### config.mk
export PLATFORM = sky130hd
export DESIGN_NAME = sync_window_regs
export DESIGN_NICKNAME = d
export VERILOG_FILES = /design/src/sync_window_pkg.sv /design/src/sync_window_regs.sv /design/src/gain_scaler.sv
export VERILOG_INCLUDE_DIRS = /design/src
export SDC_FILE = /design/constraint.sdc
export NUM_CORES = 1
export LEC_CHECK = 0
export ABC_AREA = 1
export BUFFER_PORTS_ARGS = -buffer_cell sky130_fd_sc_hd__buf_2
export CAP_MARGIN = 20
export CORE_MARGIN = 2
export CORE_UTILIZATION = 55
export CTS_CLUSTER_SIZE = 20
export DETAILED_ROUTE_END_ITERATION = 8
export PLACE_DENSITY_LB_ADDON = 0.08
export SYNTH_ARGS = -nofsm -noshare
export SYNTH_HDL_FRONTEND = slang
export SYNTH_SLANG_ARGS = --single-unit
### constraint.sdc
create_clock -name clk -period 10.43 [get_ports clk]
set_clock_uncertainty 0.05 [all_clocks]
set_input_delay 1.5645 -clock clk [delete_from_list [all_inputs] [get_ports clk]]
set_output_delay 1.5645 -clock clk [all_outputs]
set_load 0.01 [all_outputs]
### src/sync_window_defs.svh
// register offsets, field positions, reset values and timing counts
// Contract
// - window is 0..31 lines after last equalizing pulse
// - in-window: low simple, high raw luma, zero chroma
// - post-window: low blanks YUV, high uses simple decoder
// - frame detect delayed by 0..3 pixels per code; output register adds one more, 1..4
// - generator source: ext, digitized, D1 TRS, D2 TRS
// - separator input: high secondary video, low low-pass output
// - state machine offset: high 1H, low 0H
// - msync gain low byte, lsb weight 1/256
// - luma gain 10 bits, high bits 7-6, msb 2
// - U gain 11 bits, high bits 5-3, msb 4
// - V gain 10 bits, high bits 1-0, msb 2
// - set 0 gains apply only while pin low
// - msync gain high two bits in later register
`ifndef SYNC_WINDOW_DEFS_SVH
`define SYNC_WINDOW_DEFS_SVH

// --------
// register indices (byte address is four times the index)
// --------
`define VWC_IDX 6'h15
`define SSS_IDX 6'h16
`define MSG_LO_IDX 6'h17
`define YG_LO_IDX 6'h18
`define UG_LO_IDX 6'h19
`define VG_LO_IDX 6'h1a
`define GAIN_HI_IDX 6'h1b
`define MSG_HI_IDX 6'h1d
`define STATUS_IDX 6'h30

// --------
// writable bit masks, reserved bits stored and read as zero
// --------
`define VWC_MASK 8'h7f
`define SSS_MASK 8'h3f
`define GAIN_HI_MASK 8'hfb
`define MSG_HI_MASK 8'h03

// --------
// field positions
// --------
`define VWC_LINES_MSB 6
`define VWC_LINES_LSB 2
`define VWC_IN_BIT 1
`define VWC_POST_BIT 0
`define SSS_DLY_MSB 5
`define SSS_DLY_LSB 4
`define SSS_SRC_MSB 3
`define SSS_SRC_LSB 2
`define SSS_SEP_BIT 1
`define SSS_OFS_BIT 0
`define GH_Y_MSB 7
`define GH_Y_LSB 6
`define GH_U_MSB 5
`define GH_U_LSB 3
`define GH_V_MSB 1
`define GH_V_LSB 0

// --------
// reset values: controls off, every gain at unity
// --------
`define VWC_RESET 8'h00
`define SSS_RESET 8'h00
`define GAIN_LO_RESET 8'h00
`define GAIN_HI_RESET 8'h49
`define MSG_HI_RESET 8'h01

// --------
// timing counts
// --------
`define FIELD_DLY_TAPS 4
`define GAIN_FRAC_BITS 8

`endif

### src/sync_window_pkg.sv
// shared types of the sync window and gain register block
package sync_window_pkg;

  localparam int SAMPLE_W = 10;

  // one pixel of component video
  typedef struct packed {
    logic [SAMPLE_W-1:0] y;
    logic [SAMPLE_W-1:0] u;
    logic [SAMPLE_W-1:0] v;
  } yuv_type;

  // horizontal and vertical timing marks
  typedef struct packed {
    logic h;
    logic v;
  } sync_pair_type;

  // one full buffered gain set
  typedef struct packed {
    logic [9:0] msync;
    logic [9:0] luma;
    logic [10:0] u;
    logic [9:0] v;
  } gain_set_type;

  // vertical interval position
  typedef enum logic [1:0] {
    ACTIVE_LINES,
    IN_WINDOW,
    POST_WINDOW
  } vert_state_type;

endpackage : sync_window_pkg

### src/sync_window_regs.sv
// vertical window, sync source and gain set 0 registers with datapath
`timescale 1ns/1ps
`include "sync_window_defs.svh"

module sync_window_regs (
  input wire logic clk, // 10 MHz pixel and bus clock
  input wire logic rstn, // asynchronous reset, active low
  input wire logic ce, // clock enable, freezes all state when low
  // --------
  // classic wishbone slave
  // --------
  input wire logic [7:0] adr_i, // byte address
  input wire logic [31:0] dat_i, // write data
  output logic [31:0] dat_o, // read data
  input wire logic we_i, // write enable
  input wire logic [3:0] sel_i, // byte selects
  input wire logic cyc_i, // cycle
  input wire logic stb_i, // strobe
  output logic ack_o, // acknowledge pulse
  // --------
  // pins and video
  // --------
  input wire logic regSetSelPin, // high selects buffered set 1
  input wire logic extHsyncPin, // external horizontal sync pin
  input wire logic extVsyncPin, // external vertical sync pin
  input wire sync_window_pkg::sync_pair_type digitizedSync, // digitized
  input wire sync_window_pkg::sync_pair_type d1Trs, // D1 stream marks
  input wire sync_window_pkg::sync_pair_type d2Trs, // D2 stream marks
  input wire logic lineStart, // pulse at each line start
  input wire logic eqDone, // pulse at end of last equalizing pulse
  input wire logic vblankEnd, // pulse at end of vertical blanking
  input wire logic newFieldIn, // raw frame detect pulse
  input wire logic [9:0] secondaryVideoIn, // secondary video reference
  input wire logic [9:0] lpfSyncIn, // low pass filter output
  input wire logic [9:0] msyncIn, // mixed sync sample
  input wire sync_window_pkg::yuv_type combIn, // full decoder output
  input wire sync_window_pkg::yuv_type simpleIn, // simple decoder output
  input wire logic [9:0] rawIn, // unprocessed input video
  input wire sync_window_pkg::gain_set_type gainSet1, // buffered set 1
  output sync_window_pkg::yuv_type videoOut, // processed video
  output logic [9:0] msyncOut, // scaled mixed sync
  output logic [9:0] sepInput, // mixed sync separator input
  output sync_window_pkg::sync_pair_type syncGenOut, // to pulse generator
  output logic newFieldOut, // delayed frame detect pulse
  output logic lineOffset // decoder state machine 1H offset
);

  // --------
  // register storage
  // --------
  logic [7:0] vertWindowControl;
  logic [7:0] syncSourceSelect;
  logic [7:0] mixedSyncGainLow;
  logic [7:0] lumaGainLow;
  logic [7:0] uGainLow;
  logic [7:0] vGainLow;
  logic [7:0] gainHighBits;
  logic [7:0] mixedSyncGainHigh;

  logic [4:0] vert_window_lines;
  logic in_window_action;
  logic post_window_action;
  logic [1:0] field_detect_delay;
  logic [1:0] sync_gen_source_sel;
  logic msync_sep_source;
  logic state_machine_line_offset;

  assign vert_window_lines =
    vertWindowControl[`VWC_LINES_MSB:`VWC_LINES_LSB];
  assign in_window_action = vertWindowControl[`VWC_IN_BIT];
  assign post_window_action = vertWindowControl[`VWC_POST_BIT];
  assign field_detect_delay =
    syncSourceSelect[`SSS_DLY_MSB:`SSS_DLY_LSB];
  assign sync_gen_source_sel =
    syncSourceSelect[`SSS_SRC_MSB:`SSS_SRC_LSB];
  assign msync_sep_source = syncSourceSelect[`SSS_SEP_BIT];
  assign state_machine_line_offset = syncSourceSelect[`SSS_OFS_BIT];

  // --------
  // pin synchronisers
  // --------
  logic [2:0] pinMeta;
  logic [2:0] pinSync;

  // two flops per pin; only the second stage feeds logic
  always_ff @(posedge clk or negedge rstn) begin
    if (!rstn) begin
      pinMeta <= 3'h0;
      pinSync <= 3'h0;
    end else if (ce) begin
      pinMeta <= {regSetSelPin, extVsyncPin, extHsyncPin};
      pinSync <= pinMeta;
    end
  end

  logic setSelect;
  sync_window_pkg::sync_pair_type extSync;
  assign setSelect = pinSync[2];
  assign extSync.h = pinSync[0];
  assign extSync.v = pinSync[1];

  // --------
  // wishbone decode
  // --------
  logic [5:0] regIndex;
  logic busReq;
  logic wrByte0;

  assign regIndex = adr_i[7:2];
  // ack is high for one cycle and blocks the request in that cycle; a request still held after it is taken again
  assign busReq = cyc_i && stb_i && !ack_o;
  assign wrByte0 = busReq && we_i && sel_i[0];

  // a byte enables on lane 0 only; other lanes hold no bits
  function automatic logic [7:0] masked(input logic [7:0] data,
                                        input logic [7:0] mask);
    masked = data & mask;
  endfunction : masked

  // single-cycle answer for every address, mapped or not
  always_ff @(posedge clk or negedge rstn) begin
    if (!rstn) begin
      ack_o <= 1'b0;
    end else if (ce) begin
      ack_o <= busReq;
    end
  end

  // control registers; reserved bits are dropped so they read zero
  always_ff @(posedge clk or negedge rstn) begin
    if (!rstn) begin
      vertWindowControl <= `VWC_RESET;
      syncSourceSelect <= `SSS_RESET;
    end else if (ce && wrByte0) begin
      if (regIndex == `VWC_IDX) begin
        vertWindowControl <= masked(dat_i[7:0], `VWC_MASK);
      end
      if (regIndex == `SSS_IDX) begin
        syncSourceSelect <= masked(dat_i[7:0], `SSS_MASK);
      end
    end
  end

  // gain set 0 registers
  always_ff @(posedge clk or negedge rstn) begin
    if (!rstn) begin
      mixedSyncGainLow <= `GAIN_LO_RESET;
      lumaGainLow <= `GAIN_LO_RESET;
      uGainLow <= `GAIN_LO_RESET;
      vGainLow <= `GAIN_LO_RESET;
      gainHighBits <= `GAIN_HI_RESET;
      mixedSyncGainHigh <= `MSG_HI_RESET;
    end else if (ce && wrByte0) begin
      case (regIndex)
        `MSG_LO_IDX: mixedSyncGainLow <= dat_i[7:0];
        `YG_LO_IDX: lumaGainLow <= dat_i[7:0];
        `UG_LO_IDX: uGainLow <= dat_i[7:0];
        `VG_LO_IDX: vGainLow <= dat_i[7:0];
        `GAIN_HI_IDX: gainHighBits <= masked(dat_i[7:0], `GAIN_HI_MASK);
        `MSG_HI_IDX: mixedSyncGainHigh <= masked(dat_i[7:0], `MSG_HI_MASK);
        default: ;
      endcase
    end
  end

  // --------
  // vertical interval tracking
  // --------
  sync_window_pkg::vert_state_type vertState;
  logic [4:0] lineCount;

  // window opens after the last equalizing pulse and counts whole lines
  always_ff @(posedge clk or negedge rstn) begin
    if (!rstn) begin
      vertState <= sync_window_pkg::ACTIVE_LINES;
      lineCount <= 5'h00;
    end else if (ce) begin
      case (vertState)
        sync_window_pkg::ACTIVE_LINES: begin
          if (eqDone) begin
            lineCount <= 5'h00;
            // a zero-line window goes straight to the post-window lines
            if (vert_window_lines == 5'h00) begin
              vertState <= sync_window_pkg::POST_WINDOW;
            end else begin
              vertState <= sync_window_pkg::IN_WINDOW;
            end
          end
        end
        sync_window_pkg::IN_WINDOW: begin
          if (vblankEnd) begin
            vertState <= sync_window_pkg::ACTIVE_LINES;
          end else if (lineStart) begin
            if (lineCount + 5'h01 >= vert_window_lines) begin
              vertState <= sync_window_pkg::POST_WINDOW;
            end
            lineCount <= lineCount + 5'h01;
          end
        end
        sync_window_pkg::POST_WINDOW: begin
          if (vblankEnd) begin
            vertState <= sync_window_pkg::ACTIVE_LINES;
          end
        end
        default: vertState <= sync_window_pkg::ACTIVE_LINES;
      endcase
    end
  end

  // --------
  // active gain set and scaling
  // --------
  sync_window_pkg::gain_set_type gainSet0;
  sync_window_pkg::gain_set_type gainActive;

  // high bits sit above the low byte, so msb weights are 2, 4, 2
  assign gainSet0.msync = {mixedSyncGainHigh[1:0], mixedSyncGainLow};
  assign gainSet0.luma =
    {gainHighBits[`GH_Y_MSB:`GH_Y_LSB], lumaGainLow};
  assign gainSet0.u = {gainHighBits[`GH_U_MSB:`GH_U_LSB], uGainLow};
  assign gainSet0.v = {gainHighBits[`GH_V_MSB:`GH_V_LSB], vGainLow};
  // set 0 only while the select pin is low
  assign gainActive = setSelect ? gainSet1 : gainSet0;

  sync_window_pkg::yuv_type scaled;
  logic [9:0] msyncScaled;

  gain_scaler #(.SW(10), .GW(10)) scaleY (
    .sample(combIn.y),
    .gain(gainActive.luma),
    .scaled(scaled.y)
  );

  gain_scaler #(.SW(10), .GW(11)) scaleU (
    .sample(combIn.u),
    .gain(gainActive.u),
    .scaled(scaled.u)
  );

  gain_scaler #(.SW(10), .GW(10)) scaleV (
    .sample(combIn.v),
    .gain(gainActive.v),
    .scaled(scaled.v)
  );

  gain_scaler #(.SW(10), .GW(10)) scaleSync (
    .sample(msyncIn),
    .gain(gainActive.msync),
    .scaled(msyncScaled)
  );

  // --------
  // video output selection
  // --------
  sync_window_pkg::yuv_type next_video;

  // vertical interval lines bypass the gains; active lines are scaled
  always_comb begin
    next_video = scaled;
    case (vertState)
      sync_window_pkg::IN_WINDOW: begin
        if (in_window_action) begin
          next_video.y = rawIn;
          next_video.u = 10'h000;
          next_video.v = 10'h000;
        end else begin
          next_video = simpleIn;
        end
      end
      sync_window_pkg::POST_WINDOW: begin
        if (post_window_action) begin
          next_video = simpleIn;
        end else begin
          next_video = '0;
        end
      end
      default: next_video = scaled;
    endcase
  end

  // one pixel of latency on every video path keeps them aligned
  always_ff @(posedge clk or negedge rstn) begin
    if (!rstn) begin
      videoOut <= '0;
      msyncOut <= 10'h000;
    end else if (ce) begin
      videoOut <= next_video;
      msyncOut <= msyncScaled;
    end
  end

  // --------
  // sync routing
  // --------
  sync_window_pkg::sync_pair_type next_sync;

  // timing source for the sync pulse generator
  always_comb begin
    case (sync_gen_source_sel)
      2'h0: next_sync = extSync;
      2'h1: next_sync = digitizedSync;
      2'h2: next_sync = d1Trs;
      2'h3: next_sync = d2Trs;
      default: next_sync = extSync;
    endcase
  end

  always_ff @(posedge clk or negedge rstn) begin
    if (!rstn) begin
      syncGenOut <= '0;
      sepInput <= 10'h000;
      lineOffset <= 1'b0;
    end else if (ce) begin
      syncGenOut <= next_sync;
      sepInput <= msync_sep_source ? secondaryVideoIn : lpfSyncIn;
      lineOffset <= state_machine_line_offset;
    end
  end

  // --------
  // new field detect delay
  // --------
  logic [`FIELD_DLY_TAPS-2:0] fieldTaps;
  logic next_field;

  // tap 0 is the undelayed pulse; registering adds one fixed cycle
  assign next_field = (field_detect_delay == 2'h0) ? newFieldIn :
                      fieldTaps[field_detect_delay - 2'h1];

  always_ff @(posedge clk or negedge rstn) begin
    if (!rstn) begin
      fieldTaps <= '0;
      newFieldOut <= 1'b0;
    end else if (ce) begin
      fieldTaps <= {fieldTaps[`FIELD_DLY_TAPS-3:0], newFieldIn};
      newFieldOut <= next_field;
    end
  end

  // --------
  // read data
  // --------
  logic [1:0] stateCode;
  logic [7:0] next_read;

  always_comb begin
    case (vertState)
      sync_window_pkg::IN_WINDOW: stateCode = 2'h1;
      sync_window_pkg::POST_WINDOW: stateCode = 2'h2;
      default: stateCode = 2'h0;
    endcase
  end

  // unmapped addresses read zero
  always_comb begin
    case (regIndex)
      `VWC_IDX: next_read = vertWindowControl;
      `SSS_IDX: next_read = syncSourceSelect;
      `MSG_LO_IDX: next_read = mixedSyncGainLow;
      `YG_LO_IDX: next_read = lumaGainLow;
      `UG_LO_IDX: next_read = uGainLow;
      `VG_LO_IDX: next_read = vGainLow;
      `GAIN_HI_IDX: next_read = gainHighBits;
      `MSG_HI_IDX: next_read = mixedSyncGainHigh;
      `STATUS_IDX: next_read = {setSelect, stateCode, lineCount};
      default: next_read = 8'h00;
    endcase
  end

  // data is captured with the ack so it is valid at the same edge
  always_ff @(posedge clk or negedge rstn) begin
    if (!rstn) begin
      dat_o <= 32'h0000_0000;
    end else if (ce && busReq && !we_i) begin
      dat_o <= {24'h00_0000, next_read};
    end
  end

endmodule : sync_window_regs

### src/gain_scaler.sv
// unsigned fixed-point gain applied to one sample, saturating
`timescale 1ns/1ps
`include "sync_window_defs.svh"

module gain_scaler #(
  parameter int SW = 10,
  parameter int GW = 10
) (
  input wire logic [SW-1:0] sample, // sample to scale
  input wire logic [GW-1:0] gain, // gain, lsb weight 1/256
  output logic [SW-1:0] scaled // saturated product
);

  localparam int PW = SW + GW;

  logic [PW-1:0] product;
  logic [PW-1:0] shifted;

  // product drops eight fraction bits so 256 leaves the sample unchanged
  always_comb begin
    product = PW'(sample) * PW'(gain);
    shifted = product >> `GAIN_FRAC_BITS;
    // clip instead of wrap so bright pixels never fold to black
    if (shifted > PW'({SW{1'b1}})) begin
      scaled = {SW{1'b1}};
    end else begin
      scaled = shifted[SW-1:0];
    end
  end

endmodule : gain_scaler

**Yosys cells after proc, flatten, opt, wreduce, memory -nomap -nowiden**

Index checks and enable logic that the tools add are counted.

- Register bits after elaboration: 133
- Bits of input ports: 204
- Output and inout bits: 87
- Word-level logic and storage cells: 106

- Add/sub/neg operators: 2
- Multipliers: 4
- Order comparisons: 6
- Eq/ne operators: 20
- Muxes and demuxes: 26
- Reduce and logical (&&, ||, !) cells: 24

Operator list:

| kind | count |
|---|---|
| $pmux 8 s9 | 1 |
| $mul 10x10->20 | 3 |
| $mux 30 | 2 |
| $pmux 30 s2 | 1 |
| $mux 10 | 5 |
| $eq 6x5->1 const B | 8 |
| $mux 41 | 1 |
| $gt 12x10->1 const B | 3 |
| $mul 10x11->21 | 1 |
| $reduce_and 2->1 | 8 |
| $mux 5 | 3 |
| $gt 13x10->1 const B | 1 |
| $mux 2 | 6 |
| $pmux 5 s2 | 1 |
| $reduce_and 5->1 | 2 |
| $ne 2x2->1 const B | 4 |
| $pmux 2 s4 | 1 |
| $logic_and 1x1->1 | 7 |
| $eq 2x2->1 const B | 3 |
| $eq 6x6->1 const B | 1 |
| $logic_not 2->1 | 3 |
| $ne 3x3->1 const B | 2 |
| $pmux 2 s3 | 1 |
| $add 5x1->5 const B | 1 |
| other kinds (10) | 13 |

**Longest topological paths before layout**

Gate-level depths: netlist (run 1).

- Depth in word-level cells: 6
- Mapped depth: 30
- Gate-level depth less buffers: 28

**Hierarchy**

A second synthesis (run 1) with hierarchy kept.

- Cell total of the unflattened synthesis: 3,135
- Area total of the unflattened synthesis: 22,112.5 um^2

By module, submodules not included:

| module | times used | cells each | area an instance (um^2) | seq. area each (um^2) |
|---|---|---|---|---|
| sync_window_regs | 1 | 1,019 | 7,298.2 | 3,333.2 |
| gain_scaler at scaleU | 1 | 578 | 3,996.3 | 0.0 |
| gain_scaler at scaleV | 1 | 512 | 3,607.2 | 0.0 |
| gain_scaler at scaleSync | 1 | 513 | 3,606.0 | 0.0 |
| gain_scaler at scaleY | 1 | 513 | 3,604.7 | 0.0 |

**Worst setup path before layout (run 1)**

Ideal clock, no wire load.

- Kind: input-to-reg
- Start: in gainSet1[17] (netlist name)
- End: reg videoOut[10] (netlist name)
- Library setup time: 0.123 ns
- Arrival: 6.194 ns
- Required time: 10.257 ns
- Setup slack: 4.062 ns
- Stages on the path: 27
- Buffers on the path: 0
- Path through: or2_2 > o21ai_0 > inv_1 > nand2_1 > fa_1 > inv_1 > fa_1 > inv_1 > fa_1 > inv_1 > fa_1 > inv_1 > fa_1 > inv_1 > ha_1 > a21oi_1 > o21ai_0 > a21oi_1 > inv_1 > nand2_1 > nand3_1 > nand2_1 > nand2_1 > nor2_4 > nand3_1 > nand2_1 > a21oi_1

- Longest elaborated chain between the ends: 5

RTL lines:

| item | line | text |
|---|---|---|
| from (decl) | sync_window_regs.sv:39 | `input wire sync_window_pkg::gain_set_type gainSet1,` |
| $mux 41 (*) | sync_window_regs.sv:223 | `assign gainActive = setSelect ? gainSet1 : gainSet0;` |
| $mul 10x11->21 (*) | gain_scaler.sv:21 | `product = PW'(sample) * PW'(gain);` |
| $gt 13x10->1 | gain_scaler.sv:24 | `if (shifted > PW'({SW{1'b1}})) begin` |
| $mux 10 (*) | gain_scaler.sv:24 |  |
| $pmux 30 s2 (*) | sync_window_regs.sv:260 | `case (vertState)` |
| to (signal assigned) | sync_window_regs.sv:287 | `videoOut <= next_video;` |
| to (decl) | sync_window_regs.sv:40 | `output sync_window_pkg::yuv_type videoOut,` |

Every way passes the cells marked *; elsewhere a longest branch is shown, timed or not.
A chain may end at the register's enable or synchronous reset.

**Worst setup path in the final report (run 1)**

- Start: reg pinSync[2]
- End: reg videoOut[8] (netlist name)

- Longest elaborated chain between the ends: 5

RTL lines:

| item | line | text |
|---|---|---|
| from (decl) | sync_window_regs.sv:83 | `logic [2:0] pinSync;` |
| from (signal assigned) | sync_window_regs.sv:92 | `pinSync <= pinMeta;` |
| $mux 41 (*) | sync_window_regs.sv:223 |  |
| $mul 10x10->20 (*) | gain_scaler.sv:21 |  |
| $gt 12x10->1 | gain_scaler.sv:24 |  |
| $mux 10 (*) | gain_scaler.sv:24 |  |
| $pmux 30 s2 (*) | sync_window_regs.sv:260 |  |

Marks and branches as above.

==> Implementation_results.wiki, run 1 <==
{| class="wikitable"
! Metric !! Value
|-
| Outcome || finished clean
|-
| Footprint of the multi-input gates || 15300 µm²
|-
| Endpoint of the most critical setup path || videoOut[8]
|-
| Kind of start point of the critical path || flip-flop
|-
| Clock buffer count from CTS || 17
|-
| Post-detailed-route wirelength per cell || 16.93 µm
|-
| Crit path top cell by count || nand2_1
|-
| GP Congestion || 0.9490
|-
| Initial Util || between 50% and 60%
|-
| Slew headroom || 31.50%
|-
| Final number of hold-violating endpoints || 0
|-
| Number of antenna violations at the first check in global routing || 5
|-
| Most common cell after layout, fill and taps aside || nand2_1
|-
| Fin Setup TNS || 0 ns
|-
| Transition at the pin with the smallest max-transition slack || a little over 1 ns
|-
| Global-route wire length before repair || 96.66 mm
|-
| Overall track demand over capacity in global routing || 31.24%
|-
| Post-Synthesis Cells || 2747
|-
| Post-layout total power || 4.709 mW
|-
| Tcrit/Tclk final || 66.50%
|-
| Required time at the endpoint of the critical path || around 11 ns
|-
| DR vias || 18.78k
|-
| Detailed router's first-iteration violation count || around 1.1k
|-
| Startpoint of the most critical setup path || pinSync[2]
|-
| Critical-path maximum fanout || 38
|-
| Post-CTS Repair Setup Buffers || 0
|-
| Dominant register cell in the synthesized netlist || dfrtp_1
|-
| Launch instance of the worst register-to-register path || pinSync[2]
|-
| Highest attainable clock frequency || 0.1442 GHz
|-
| PD cells || 204.2 nW/µm²
|-
| Worst r2r dst || videoOut[8]
|-
| Clock Path Buffers || 2
|-
| Clk slew on worst S/H paths || roughly 0.060 ns
|-
| Final Critical Period || approximately 6.9 ns
|-
| Sequential share of the synthesized area || 15.93%
|-
| Crit Path Class || flip-flop to flip-flop
|-
| Class of the worst hold path || flip-flop to flip-flop
|-
| Clock tree from TritonCTS || done
|-
| Maximum vdd ir drop || 138.3 µV
|-
| Delay of the slowest cell on the worst path || 0.55 ns
|-
| Buffers added on ports || 237
|-
| Most used cells in the layout excluding fill and tap cells || 603 x nand2_1, 501 x inv_1, 302 x nor2_1
|-
| Vias in the first global route || 19.17k
|-
| CTS-repair resized insts || 0
|-
| Growth of design area from synthesis to finish || 10.21%
|-
| Logic depth of the worst register-to-register path || 25
|-
| Unrepaired setup endpoints after global routing || no
|-
| Area enclosed by the die boundary || 39610 µm²
|-
| Vias per Instance || 5.395
|-
| Fill cell instance count of the final layout || between 3k and 4k
|-
| Async set-or-reset flop fraction in the synthesized netlist || 100.0%
|-
| Reg2Reg Setup Slack || roughly 3.5 ns
|-
| Fraction of final layout cells with drive strength greater than 1 || 14.36%
|-
| Count of flip-flops with a built-in enable after synthesis || 0
|-
| Root cell of the clock tree || clkbuf_16
|-
| Height of the chip || 199.0 µm
|-
| Number of nets in the finished design || 3634
|-
| Crit path max-delay cell type || fa_1
|-
| Count of hold buffers inserted by post-cts repair || 0
|-
| Deepest level of the CTS H-tree || 4
|-
| Count of cell types in the netlist || 54
|-
| Seq cells post-synth || 133
|-
| Arrival time at the worst endpoint || 7.20 ns
|-
| Core area || 37580 µm²
|-
| Synth warnings || 0
|-
| Number of ports placed on the die boundary || about 290
|-
| Die X-Extent || 199.0 µm
|-
| Sequential cell area || 3334 µm²
|-
| Wirelength, routed || ~60 mm
|-
| CP endpoint kind || flip-flop
|-
| Leakage power of the design || 12.69 nW
|-
| Number of search-and-repair iterations in the first detailed-routing pass || 6
|-
| Final max-slew violation count || 0
|-
| Clock latency at the later pin of the worst-skew pair || 0.43 ns
|-
| Syn avg cell area || 7.616 µm²
|-
| Mapped cell area || roughly 21000 µm²
|-
| DRC violations left || 0
|-
| Clock tree sinks || ~130
|-
| Max-capacitance violation count || 0
|-
| Remaining number of nets flagged by the antenna check after routing || 0
|-
| Remaining Overflow, GRT || 0
|-
| Detailed placement HPWL || approximately 50 mm
|-
| Row Count || 71
|-
| Final setup fails || 0
|-
| Largest net degree at the start of global routing || 75
|}
-- routing by layer --
layer | track usage (%) | wire length [µm]
met1 | 41.98 | 25250
met2 | 50.50 | 27190
met3 | 5.985 | 4438
met4 | 10.97 | 2000
met5 | 0 | 40
-- cell usage after synthesis (3+ instances only) --
cell | instances | share of area (%)
nand2_1 | 603 | 11
inv_1 | 501 | 9.0
nor2_1 | 302 | 5.4
fa_1 | 252 | 24
ha_1 | 224 | 13
o21ai_0 | 156 | 3.7
dfrtp_1 | 129 | 15
nand3_1 | 88 | 2.1
a21oi_1 | 83 | 2.0
or2_2 | 40 | 1.2
clkbuf_1 | 35 | 0.63
nand2_2 | 33 | 0.99
buf_4 | 26 | 0.93
xnor2_1 | 26 | 1.1
a31oi_1 | 24 | 0.72
a21oi_2 | 20 | 0.84
buf_1 | 17 | 0.30
nand2_4 | 16 | 0.86
nand4_1 | 16 | 0.48
o21ai_1 | 15 | 0.36
nor3_1 | 14 | 0.33
a221oi_1 | 11 | 0.46
xor2_1 | 11 | 0.46
a32oi_1 | 10 | 0.42
clkinv_1 | 10 | 0.18
nand3_2 | 7 | 0.33
nor4_1 | 7 | 0.21
nand3b_1 | 6 | 0.22
mux2_2 | 5 | 0.27
o22ai_1 | 5 | 0.15
a211oi_1 | 4 | 0.14
dfstp_2 | 4 | 0.50
nor2_2 | 4 | 0.12
nor2_4 | 4 | 0.22
o21a_1 | 4 | 0.14
a21boi_0 | 3 | 0.11
buf_6 | 3 | 0.16
inv_2 | 3 | 0.054
o2111ai_1 | 3 | 0.13
o21bai_1 | 3 | 0.11
-- cell type report --
| class | instances | area share, % |
|---|---|---|
| multi-input cells | 2038 | 66.37 |
| flip-flops and latches | 133 | 14.46 |
| repair buffers | 249 | 5.562 |
| inverters | 515 | 8.395 |
| diodes | 2 | 0.02171 |
| clock inverters | 13 | 0.5372 |
| well taps | 511 | 2.773 |
| clock buffers | 19 | 1.878 |
-- registers in the layout (all words and copies together), names as in the netlist, 2 cells and up --
register / count
pinSync: 3
lineCount: 5
mixedSyncGainLow: 8
videoOut: 30
dat_o: 8
fieldTaps: 3
gainHighBits: 7
mixedSyncGainHigh: 2
sepInput: 10
vertState: 2
vertWindowControl: 7
vGainLow: 8
msyncOut: 10
syncSourceSelect: 6
uGainLow: 8
syncGenOut: 2
pinMeta: 3
lumaGainLow: 8
-- worst max-delay path, delay by kind of cell, from the launching register on --
family,cells,cell delay [ns]
flip-flops,1,0.34
AO/OA/AOI/OAI,3,0.72
buffers and inverters,5,1.30
adder cells (fa/ha/maj),6,2.80
AND/OR/NAND/NOR,11,1.58
-- worst min path at each step --
stage | from | endpoint | cells past startpoint
final | pinMeta[1] | pinMeta[1] | 2
after floorplan | fieldTaps[2] | fieldTaps[2] | 2
after global placement | pinMeta[1] | pinMeta[1] | 2
after detailed placement | pinSync[1] | pinSync[1] | 2
after CTS | pinSync[1] | pinSync[1] | 2
after global routing | pinSync[1] | pinSync[1] | 2
-- kinds of logic after synthesis --
logic type               Yosys count  synth area share (%)
AND/OR/NAND/NOR                 1145                 23.67
adder cells (fa/ha/maj)          476                 37.51
other                              1               0.01792
multiplexers                       5                0.2691
XOR/XNOR                          37                 1.549
flip-flops                       133                 15.93
buffers and inverters            599                 11.35
AO/OA/AOI/OAI                    351                 9.700
-- stage by stage --
| stage | hold WS [ns] | area (µm²) | setup WS (ns) | util, % | std cells |
|---|---|---|---|---|---|
| global route | 0.4530 | 23060 | 3.062 | 61.36 | 3480 |
| floorplan | 0.3922 | 21010 | 4.062 | - | 2770 |
| global placement | 0.4060 | 22500 | 3.234 | 59.86 | 3446 |
| finish | 0.4294 | 23060 | 3.494 | 61.36 | 3480 |
| CTS | 0.4311 | 23050 | 3.529 | 61.35 | 3478 |
| detailed placement | 0.4144 | 22500 | 3.198 | 59.86 | 3446 |
-- power by group --
part / internal (mW) / switching (mW)
Combinational: 1.30 / 2.16
Clock: 0.331 / 0.253
Sequential: 0.612 / 0.0539
(Power assumes the default switching activity.)
==> run 2, diff against run 1 <==
ABC_AREA = 0   (was 1)
CORE_UTILIZATION = 54   (was 55)
clock period = 5.6 ns   (was 10.43 ns; I/O delays follow)
==> run 2 against run 1 <==
Effect of this change: the flow now finishes with violations (negative setup slack); worst setup slack got worse by 3.6 ns; cell area up 1.7%; first-iteration DRC count fell by 24%; critical path depth fell by 4; worst hold slack got worse by 0.044 ns; global-route usage is 3.4 points lower; clock-buffer cell count did not move; combinational power rose by 52%; highest routed layer unchanged.
==> Implementation_results.wiki, run 2 <==
{| class="wikitable"
! Metric !! Value
|-
| PD cells || 328.8 nW/µm² (+61%)
|-
| Count of hold buffers inserted by post-cts repair || 0 (unchanged)
|-
| Deepest level of the CTS H-tree || 4 (unchanged)
|-
| Remaining Overflow, GRT || 0 (unchanged)
|-
| Max-capacitance violation count || 0 (unchanged)
|-
| Post-detailed-route wirelength per cell || 17.58 µm (+3.9%)
|-
| Largest net degree at the start of global routing || 82 (+9.3%)
|-
| Clock tree sinks || 133 (unchanged)
|-
| Required time at the endpoint of the critical path || 5.92 ns (-4.77 ns)
|-
| Count of cell types in the netlist || 78 (+44%)
|-
| Arrival time at the worst endpoint || 6.03 ns (-1.17 ns)
|-
| DR vias || 15.98k (-15%)
|-
| Post-Synthesis Cells || 2091 (-24%)
|-
| Final Critical Period || 5.713 ns (-1.222 ns)
|-
| Number of search-and-repair iterations in the first detailed-routing pass || 5 (-1)
|-
| CP top delay family || adder cells
|-
| GP Congestion || 0.9197 (-3.1%)
|-
| Max reg flops || 30 (unchanged)
|-
| CP endpoint kind || flip-flop
|-
| Clock tree from TritonCTS || done
|-
| Kind of start point of the critical path || flip-flop
|-
| Number of antenna violations at the first check in global routing || 7 (+2)
|-
| DRC violations left || 0 (unchanged)
|-
| Slew headroom || 32.85% (+1.3 points)
|-
| Tcrit/Tclk final || 102.0% (+36 points)
|-
| Clock buffer count from CTS || 17 (unchanged)
|-
| Overall track demand over capacity in global routing || 27.86% (-3.4 points)
|-
| Regs by FF count || videoOut x30, msyncOut x10, sepInput x10
|-
| Most used cells in the layout excluding fill and tap cells || 293 x inv_1, 289 x nand2_1, 244 x fa_1
|-
| Class of the worst hold path || input port to async pin
|-
| Number of ports placed on the die boundary || 291 (unchanged)
|-
| Cell types with the largest area share after synthesis || fa_1 26%, dfrtp_1 16%, ha_1 14%
|-
| Clk slew on worst S/H paths || 0.07 ns (about the same)
|-
| Area fraction of the dominant cell type after synthesis || 25.72% (+1.6 points)
|-
| Leakage power of the design || 12.27 nW (-3.3%)
|-
| Detailed router's first-iteration violation count || 863 (-24%)
|-
| Final setup fails || 32 (+32)
|-
| Area enclosed by the die boundary || 37860 µm² (-4.4%)
|-
| Crit Path Class || flip-flop to flip-flop
|-
| Root cell of the clock tree || clkbuf_16
|-
| Count leader, synth || inv_1
|-
| Async set-or-reset flop fraction in the synthesized netlist || 100.0% (unchanged)
|-
| Commonest cells in the netlist || 293 x inv_1, 289 x nand2_1, 252 x fa_1
|-
| Library cell occupying the most area in the post-synthesis netlist || fa_1
|-
| Count of non-filler cells in the finished layout || 2940 (-16%)
|-
| Clock Path Buffers || 2 (unchanged)
|-
| Critical-path maximum fanout || 10 (-74%)
|-
| Delay of the slowest cell on the worst path || 0.51 ns (-0.04 ns)
|-
| Remaining number of nets flagged by the antenna check after routing || 0 (unchanged)
|-
| Ordered cell list for the critical path || buf_12 -> mux2_4 -> and2_1 -> fa_1 -> inv_1 -> fa_1 -> fa_1 -> fa_1 -> inv_1 -> fa_1 -> ha_4 -> buf_4 -> nand3_1 -> nand2b_1 -> a21oi_4 -> nor3_4 -> o21ai_2 -> a311oi_4 -> buf_4 -> mux2_4 -> a21oi_1
|-
| Outcome || finished, violations left
|-
| Vias in the first global route || 16.24k (-15%)
|-
| Wirelength, routed || 51.69 mm (-12%)
|-
| Violations in the final reports || negative setup slack
|-
| Sequential share of the synthesized area || 17.00% (+1.1 points)
|-
| Unrepaired setup endpoints after global routing || yes
|-
| Register bank with the most flops || videoOut
|-
| Core area || 35660 µm² (-5.1%)
|-
| Syn avg cell area || 9.379 µm² (+23%)
|-
| Buffers added on ports || 237 (unchanged)
|-
| Height of the chip || 194.6 µm (-2.2%)
|-
| Highest attainable clock frequency || 0.1750 GHz (+21%)
|-
| Transition at the pin with the smallest max-transition slack || 0.9793 ns (-0.04821 ns)
|-
| Row Count || 69 (-2.8%)
|-
| Number of buffers and inverters on the critical path || 5 (unchanged)
|-
| Crit path top cell by count || fa_1
|-
| Crit path max-delay cell type || fa_1
|-
| Clock latency at the later pin of the worst-skew pair || 0.44 ns (about the same)
|-
| Detailed placement HPWL || 42.17 mm (-14%)
|-
| Post-layout total power || 7.706 mW (+64%)
|-
| Dominant register cell in the synthesized netlist || dfrtp_1
|-
| Cell count after placement || 2891 (-16%)
|-
| Global-route wire length before repair || 83.79 mm (-13%)
|-
| Initial Util || 55.00% (-0.67 points)
|-
| Final max-slew violation count || 0 (unchanged)
|-
| Maximum vdd ir drop || 284.7 µV (+110%)
|-
| Mapped cell area || 19610 µm² (-6.3%)
|-
| Growth of design area from synthesis to finish || 19.52%
|-
| Seq cells post-synth || 133 (unchanged)
|-
| Setup ws final || -0.1130 ns (-3.608 ns)
|-
| Die X-Extent || 194.6 µm (-2.2%)
|-
| Synth warnings || 0 (unchanged)
|-
| Fraction of final layout cells with drive strength greater than 1 || 25.84% (+11 points)
|-
| Number of nets in the finished design || 3140 (-14%)
|-
| Count of flip-flops with a built-in enable after synthesis || 0 (unchanged)
|-
| Final number of hold-violating endpoints || 0 (unchanged)
|-
| Most common cell after layout, fill and taps aside || inv_1
|-
| Vias per Instance || 5.435 (+0.74%)
|}
[run 2: changes by cell type after synthesis, sizes merged, moves of 11 or more]
| cell | change |
|---|---|
| nor2 | -245 |
| buf | +11 |
| a21o | +15 |
| mux2 | +100 |
| nand4 | -12 |
| nor2b | +18 |
| nand2 | -363 |
| nand2b | +19 |
| or2 | -36 |
| mux2i | +18 |
| o21ai | -121 |
| nand3 | -72 |
| inv | -212 |
| and2 | +166 |
[run 2: routing by layer]
metal	wire (µm)	share of wire [%]	track usage, %	vias up
met4	1542	3.0	9.573	2
met3	2306	4.5	4.217	79
met1	22960	44	38.24	8002
li1	-	-	-	7514
met5	13	0.025	0	-
met2	24870	48	45.27	382
[run 2: logic make-up (layout without fill, tap and decap cells)]
| group | Yosys count | count (layout) | share of synthesized area (%) |
|---|---|---|---|
| buffers and inverters | 388 | 746 | 7.962 |
| adders and majority gates | 476 | 476 | 40.02 |
| xor gates and xnor gates | 46 | 46 | 2.054 |
| other | 1 | 30 | 0.01912 |
| and+or+nand+nor | 649 | 649 | 16.31 |
| muxes | 130 | 131 | 7.790 |
| DFF | 133 | 133 | 17.00 |
| AOI/OAI and AO/OA | 268 | 268 | 8.849 |
[run 2: per-stage QoR]
stage | setup WS (ns) | TNS [ns] | cell area, µm² | utilization (%) | hold WS (ns)
floorplan | 0.002983 | 0 | 19810 | - | 0.4250
global placement | -0.3434 | -9.724 | 22430 | 62.90 | 0.4259
detailed placement | -0.4602 | -12.09 | 22430 | 62.90 | 0.4320
CTS | -0.07862 | -0.8178 | 23200 | 65.07 | 0.4220
global route | -0.2933 | -9.515 | 23430 | 65.72 | 0.4449
finish | -0.1130 | -2.067 | 23440 | 65.74 | 0.3853
[run 2: timing repair]
action | 4_1_cts | 5_1_grt
gates resized for setup | 36 | 36
gates cloned | 0 | 1
pin swaps | 7 | 21
endpoints found under the setup margin | 40 | 40
setup buffers | 2 | 6
[run 2: worst paths after layout]
check,slack [ns],cells after the start,endpoint,startpoint
max in group asynchronous,3.85,2,uGainLow[4],rstn
min in group clk,0.44,1,msyncOut[3],msyncOut[3]
hold / removal,0.39,1,sepInput[7],rstn
setup reg to reg,-0.11,21,videoOut[28],pinSync[2]
setup / recovery,-0.11,21,videoOut[28],pinSync[2]
hold reg to reg,0.44,1,msyncOut[3],msyncOut[3]
[run 2: cell type report]
type                            count  area, µm²
Fill cell                        3036      12220
Sequential cell                   133       3334
Clock inverter                     13      121.4
Antenna cell                        6      15.01
Clock buffer                       19      452.9
Timing Repair Buffer              421       2641
Tap cell                          461      576.8
Inverter                          293       1100
Multi-Input combinational cell   1594      15200
[run 2: worst register-to-register path: cells and delay by family, from the launching register on]
kind	cells	cell delay, ns
AOI/OAI and AO/OA	4	0.59
adders and majority gates	6	2.56
buffers and inverters	5	0.60
DFF	1	0.44
muxes	2	0.73
and+or+nand+nor	4	0.67
[run 2: power by group]
part	switching (mW)	internal [mW]
Combinational	2.82	2.45
Sequential	0.130	1.17
Clock	0.492	0.640
Total	3.44	4.26
==> run 3, diff against run 2 <==
--- a/config.mk
+++ b/config.mk
@@ -11,5 +11,5 @@
 export CAP_MARGIN = 20
 export CORE_MARGIN = 2
-export CORE_UTILIZATION = 54
+export CORE_UTILIZATION = 35
 export CTS_CLUSTER_SIZE = 20
 export DETAILED_ROUTE_END_ITERATION = 8
==> constraint.sdc (replaced) <==
create_clock -name clk -period 5.16 [get_ports clk]
set_clock_uncertainty 0.05 [all_clocks]
set_input_delay 0.516 -clock clk [delete_from_list [all_inputs] [get_ports clk]]
set_output_delay 0.516 -clock clk [all_outputs]
set_load 0.01 [all_outputs]
==> run 3 against run 2 <==
Effect of this change: the flow still finishes with violations (negative setup slack); core utilization down 21 points; first-iteration DRC count down 16%; maximum frequency about the same; critical path type unchanged; critical endpoint is now videoOut[19]; highest routed layer unchanged.
==> Implementation_results.wiki, run 3 (synthesized netlist as in run 2, its figures left out) <==
{| class="wikitable"
! Metric !! Value
|-
| Detailed placement HPWL || 48.33 mm (+15%)
|-
| PD cells || 359.6 nW/µm² (+9.4%)
|-
| Growth of design area from synthesis to finish || 25.74%
|-
| Detailed router's first-iteration violation count || 726 (-16%)
|-
| Maximum vdd ir drop || 266.0 µV (-6.6%)
|-
| Root cell of the clock tree || clkbuf_16
|-
| Critical-path maximum fanout || 7 (-3)
|-
| Regs by FF count || videoOut x30, msyncOut x10, sepInput x10
|-
| Slew headroom || 31.77% (-1.1 points)
|-
| Violations in the final reports || negative setup slack
|-
| Vias per Instance || 4.839 (-11%)
|-
| Final design area excluding fillers || 24660 µm² (+5.2%)
|-
| Setup ws final || -0.5574 ns (-0.4443 ns)
|-
| Kind of start point of the critical path || flip-flop
|-
| Final Critical Period || 5.717 ns (+0.004338 ns)
|-
| Post-detailed-route wirelength per cell || 17.36 µm (-1.3%)
|-
| Highest attainable clock frequency || 0.1749 GHz (about the same)
|-
| Path length in cells of the critical path || 20 (-4.8%)
|-
| Most used cells in the layout excluding fill and tap cells || 290 x inv_1, 282 x nand2_1, 274 x buf_4
|-
| Clock tree sinks || 133 (unchanged)
|-
| Ordered cell list for the critical path || buf_6 -> buf_6 -> mux2_4 -> and2_4 -> fa_1 -> fa_1 -> fa_1 -> fa_1 -> inv_1 -> fa_1 -> inv_2 -> ha_4 -> a21o_1 -> nand2b_4 -> a211o_4 -> nand4_4 -> o21ai_2 -> and4_4 -> o311a_4 -> a211oi_2
|-
| Tcrit/Tclk final || 110.8% (+8.8 points)
|-
| DR vias || 16.07k (+0.56%)
|-
| Most common cell after layout, fill and taps aside || inv_1
|-
| Reg2Reg Setup Slack || -0.56 ns (-0.44 ns)
|-
| Class of the worst hold path || input port to async pin
|-
| Startpoint of the most critical setup path || pinSync[2]
|-
| Deepest level of the CTS H-tree || 4 (unchanged)
|-
| Number of search-and-repair iterations in the first detailed-routing pass || 4 (-1)
|-
| Launch instance of the worst register-to-register path || pinSync[2]
|-
| Largest net degree at the start of global routing || 82 (unchanged)
|-
| Vias in the first global route || 16.92k (+4.2%)
|-
| Clock buffer count from CTS || 17 (unchanged)
|-
| Required time at the endpoint of the critical path || 5.51 ns (-0.41 ns)
|-
| Unrepaired setup endpoints after global routing || yes
|-
| Core area || 55200 µm² (+55%)
|-
| Area enclosed by the die boundary || 57940 µm² (+53%)
|-
| GP Congestion || 0.8567 (-6.9%)
|-
| Final max-slew violation count || 0 (unchanged)
|-
| Logic depth of the worst register-to-register path || 20 (-4.8%)
|-
| Fraction of final layout cells with drive strength greater than 1 || 29.55% (+3.7 points)
|-
| Placed instance area || 23550 µm² (+5.0%)
|-
| Crit Path Class || flip-flop to flip-flop
|-
| Register bank with the most flops || videoOut
|-
| Final number of hold-violating endpoints || 0 (unchanged)
|-
| Number of nets in the finished design || 3239 (+3.2%)
|-
| Delay of the slowest cell on the worst path || 0.55 ns (+0.04 ns)
|-
| Number of buffers and inverters on the critical path || 4 (-1)
|-
| Crit path top cell by count || fa_1
|-
| Buffers added on ports || 237 (unchanged)
|-
| Die X-Extent || 240.7 µm (+24%)
|-
| CP endpoint kind || flip-flop
|-
| Number of antenna violations at the first check in global routing || 7 (unchanged)
|-
| DRC violations left || 0 (unchanged)
|-
| CP top delay family || adder cells
|-
| Clk slew on worst S/H paths || 0.08 ns (about the same)
|-
| Global-route wire length before repair || 92.92 mm (+11%)
|-
| Height of the chip || 240.7 µm (+24%)
|-
| Wirelength, routed || 57.64 mm (+11%)
|-
| Outcome || finished, violations left
|-
| Leakage power of the design || 12.79 nW (+4.2%)
|-
| Clock Path Buffers || 2 (unchanged)
|-
| Remaining Overflow, GRT || 0 (unchanged)
|-
| Clock tree from TritonCTS || done
|-
| Max-capacitance violation count || 0 (unchanged)
|-
| Remaining number of nets flagged by the antenna check after routing || 0 (unchanged)
|-
| Max reg flops || 30 (unchanged)
|-
| Crit path max-delay cell type || fa_1
|-
| Transition at the pin with the smallest max-transition slack || 1.016 ns (+0.03631 ns)
|-
| Initial Util || 35.53% (-19 points)
|-
| Core occupancy in the finished layout || 44.67% (-21 points)
|-
| Arrival time at the worst endpoint || 6.06 ns (+0.03 ns)
|-
| Row Count || 86 (+25%)
|-
| Count of hold buffers inserted by post-cts repair || 0 (unchanged)
|-
| Number of ports placed on the die boundary || 291 (unchanged)
|-
| Overall track demand over capacity in global routing || 20.96% (-6.9 points)
|-
| Final setup fails || 40 (+25%)
|-
| Setup Slack @ Placement || -0.6549 ns (-0.1946 ns)
|-
| Clock latency at the later pin of the worst-skew pair || 0.49 ns (+0.05 ns)
|}
==> run 3: cell types whose count changed in the layout (fill, tap and decap cells not counted), sizes merged <==
cell    previous run  this run
mux2             106       105
clkbuf            19        18
diode              6         1
clkinv             5         3
inv              298       301
buf              421       521
==> run 3: cell type report <==
type	instances	area, µm²
Antenna cell	1	2.502
Clock buffer	18	429.2
Clock inverter	14	142.6
Fill cell	5458	30540
Inverter	293	1100
Multi-Input combinational cell	1593	15330
Sequential cell	133	3334
Tap cell	748	935.9
Timing Repair Buffer	521	3388
==> run 3: where the power goes <==
part / leakage, nW / switching (mW) / internal [mW]
clock: 0.277 / 0.580 / 0.677
sequential: 1.64 / 0.143 / 1.27
combinational: 10.9 / 3.21 / 2.99
total: 12.8 / 3.93 / 4.94
==> run 3: timing repair <==
action                     4_1_cts  5_1_grt
setup endpoints to repair       40       40
buffers inserted                12        4
resized for setup               25       73
pin swaps                       15       19
==> run 3: per-layer routing <==
metal / wire length [µm] / global-route usage (%) / vias to the layer above
met5: 54 / 0 / -
met4: 937 / 5.251 / 8
li1: - / - / 7706
met2: 28090 / 35.41 / 235
met1: 26740 / 28.47 / 8075
met3: 1812 / 2.619 / 45
==> run 3: through the flow <==
step	setup TNS [ns]	cells	power, mW	hold slack [ns]
floorplan	-11.66	2114	5.019	0.1704
global route	-23.45	3320	9.788	0.08239
detailed placement	-23.14	3272	7.307	0.4305
finish	-15.74	3321	8.866	0.01435
global placement	-19.22	3271	7.281	0.4243
CTS	-16.79	3316	8.718	0.04890
==> run 3: path summary, 6_finish.rpt <==
check / end
max reg2reg: videoOut[19]
max: videoOut[19]
max in group asynchronous: videoOut[21]
min in group clk: pinMeta[1]
min: sepInput[2]
min reg2reg: ack_o
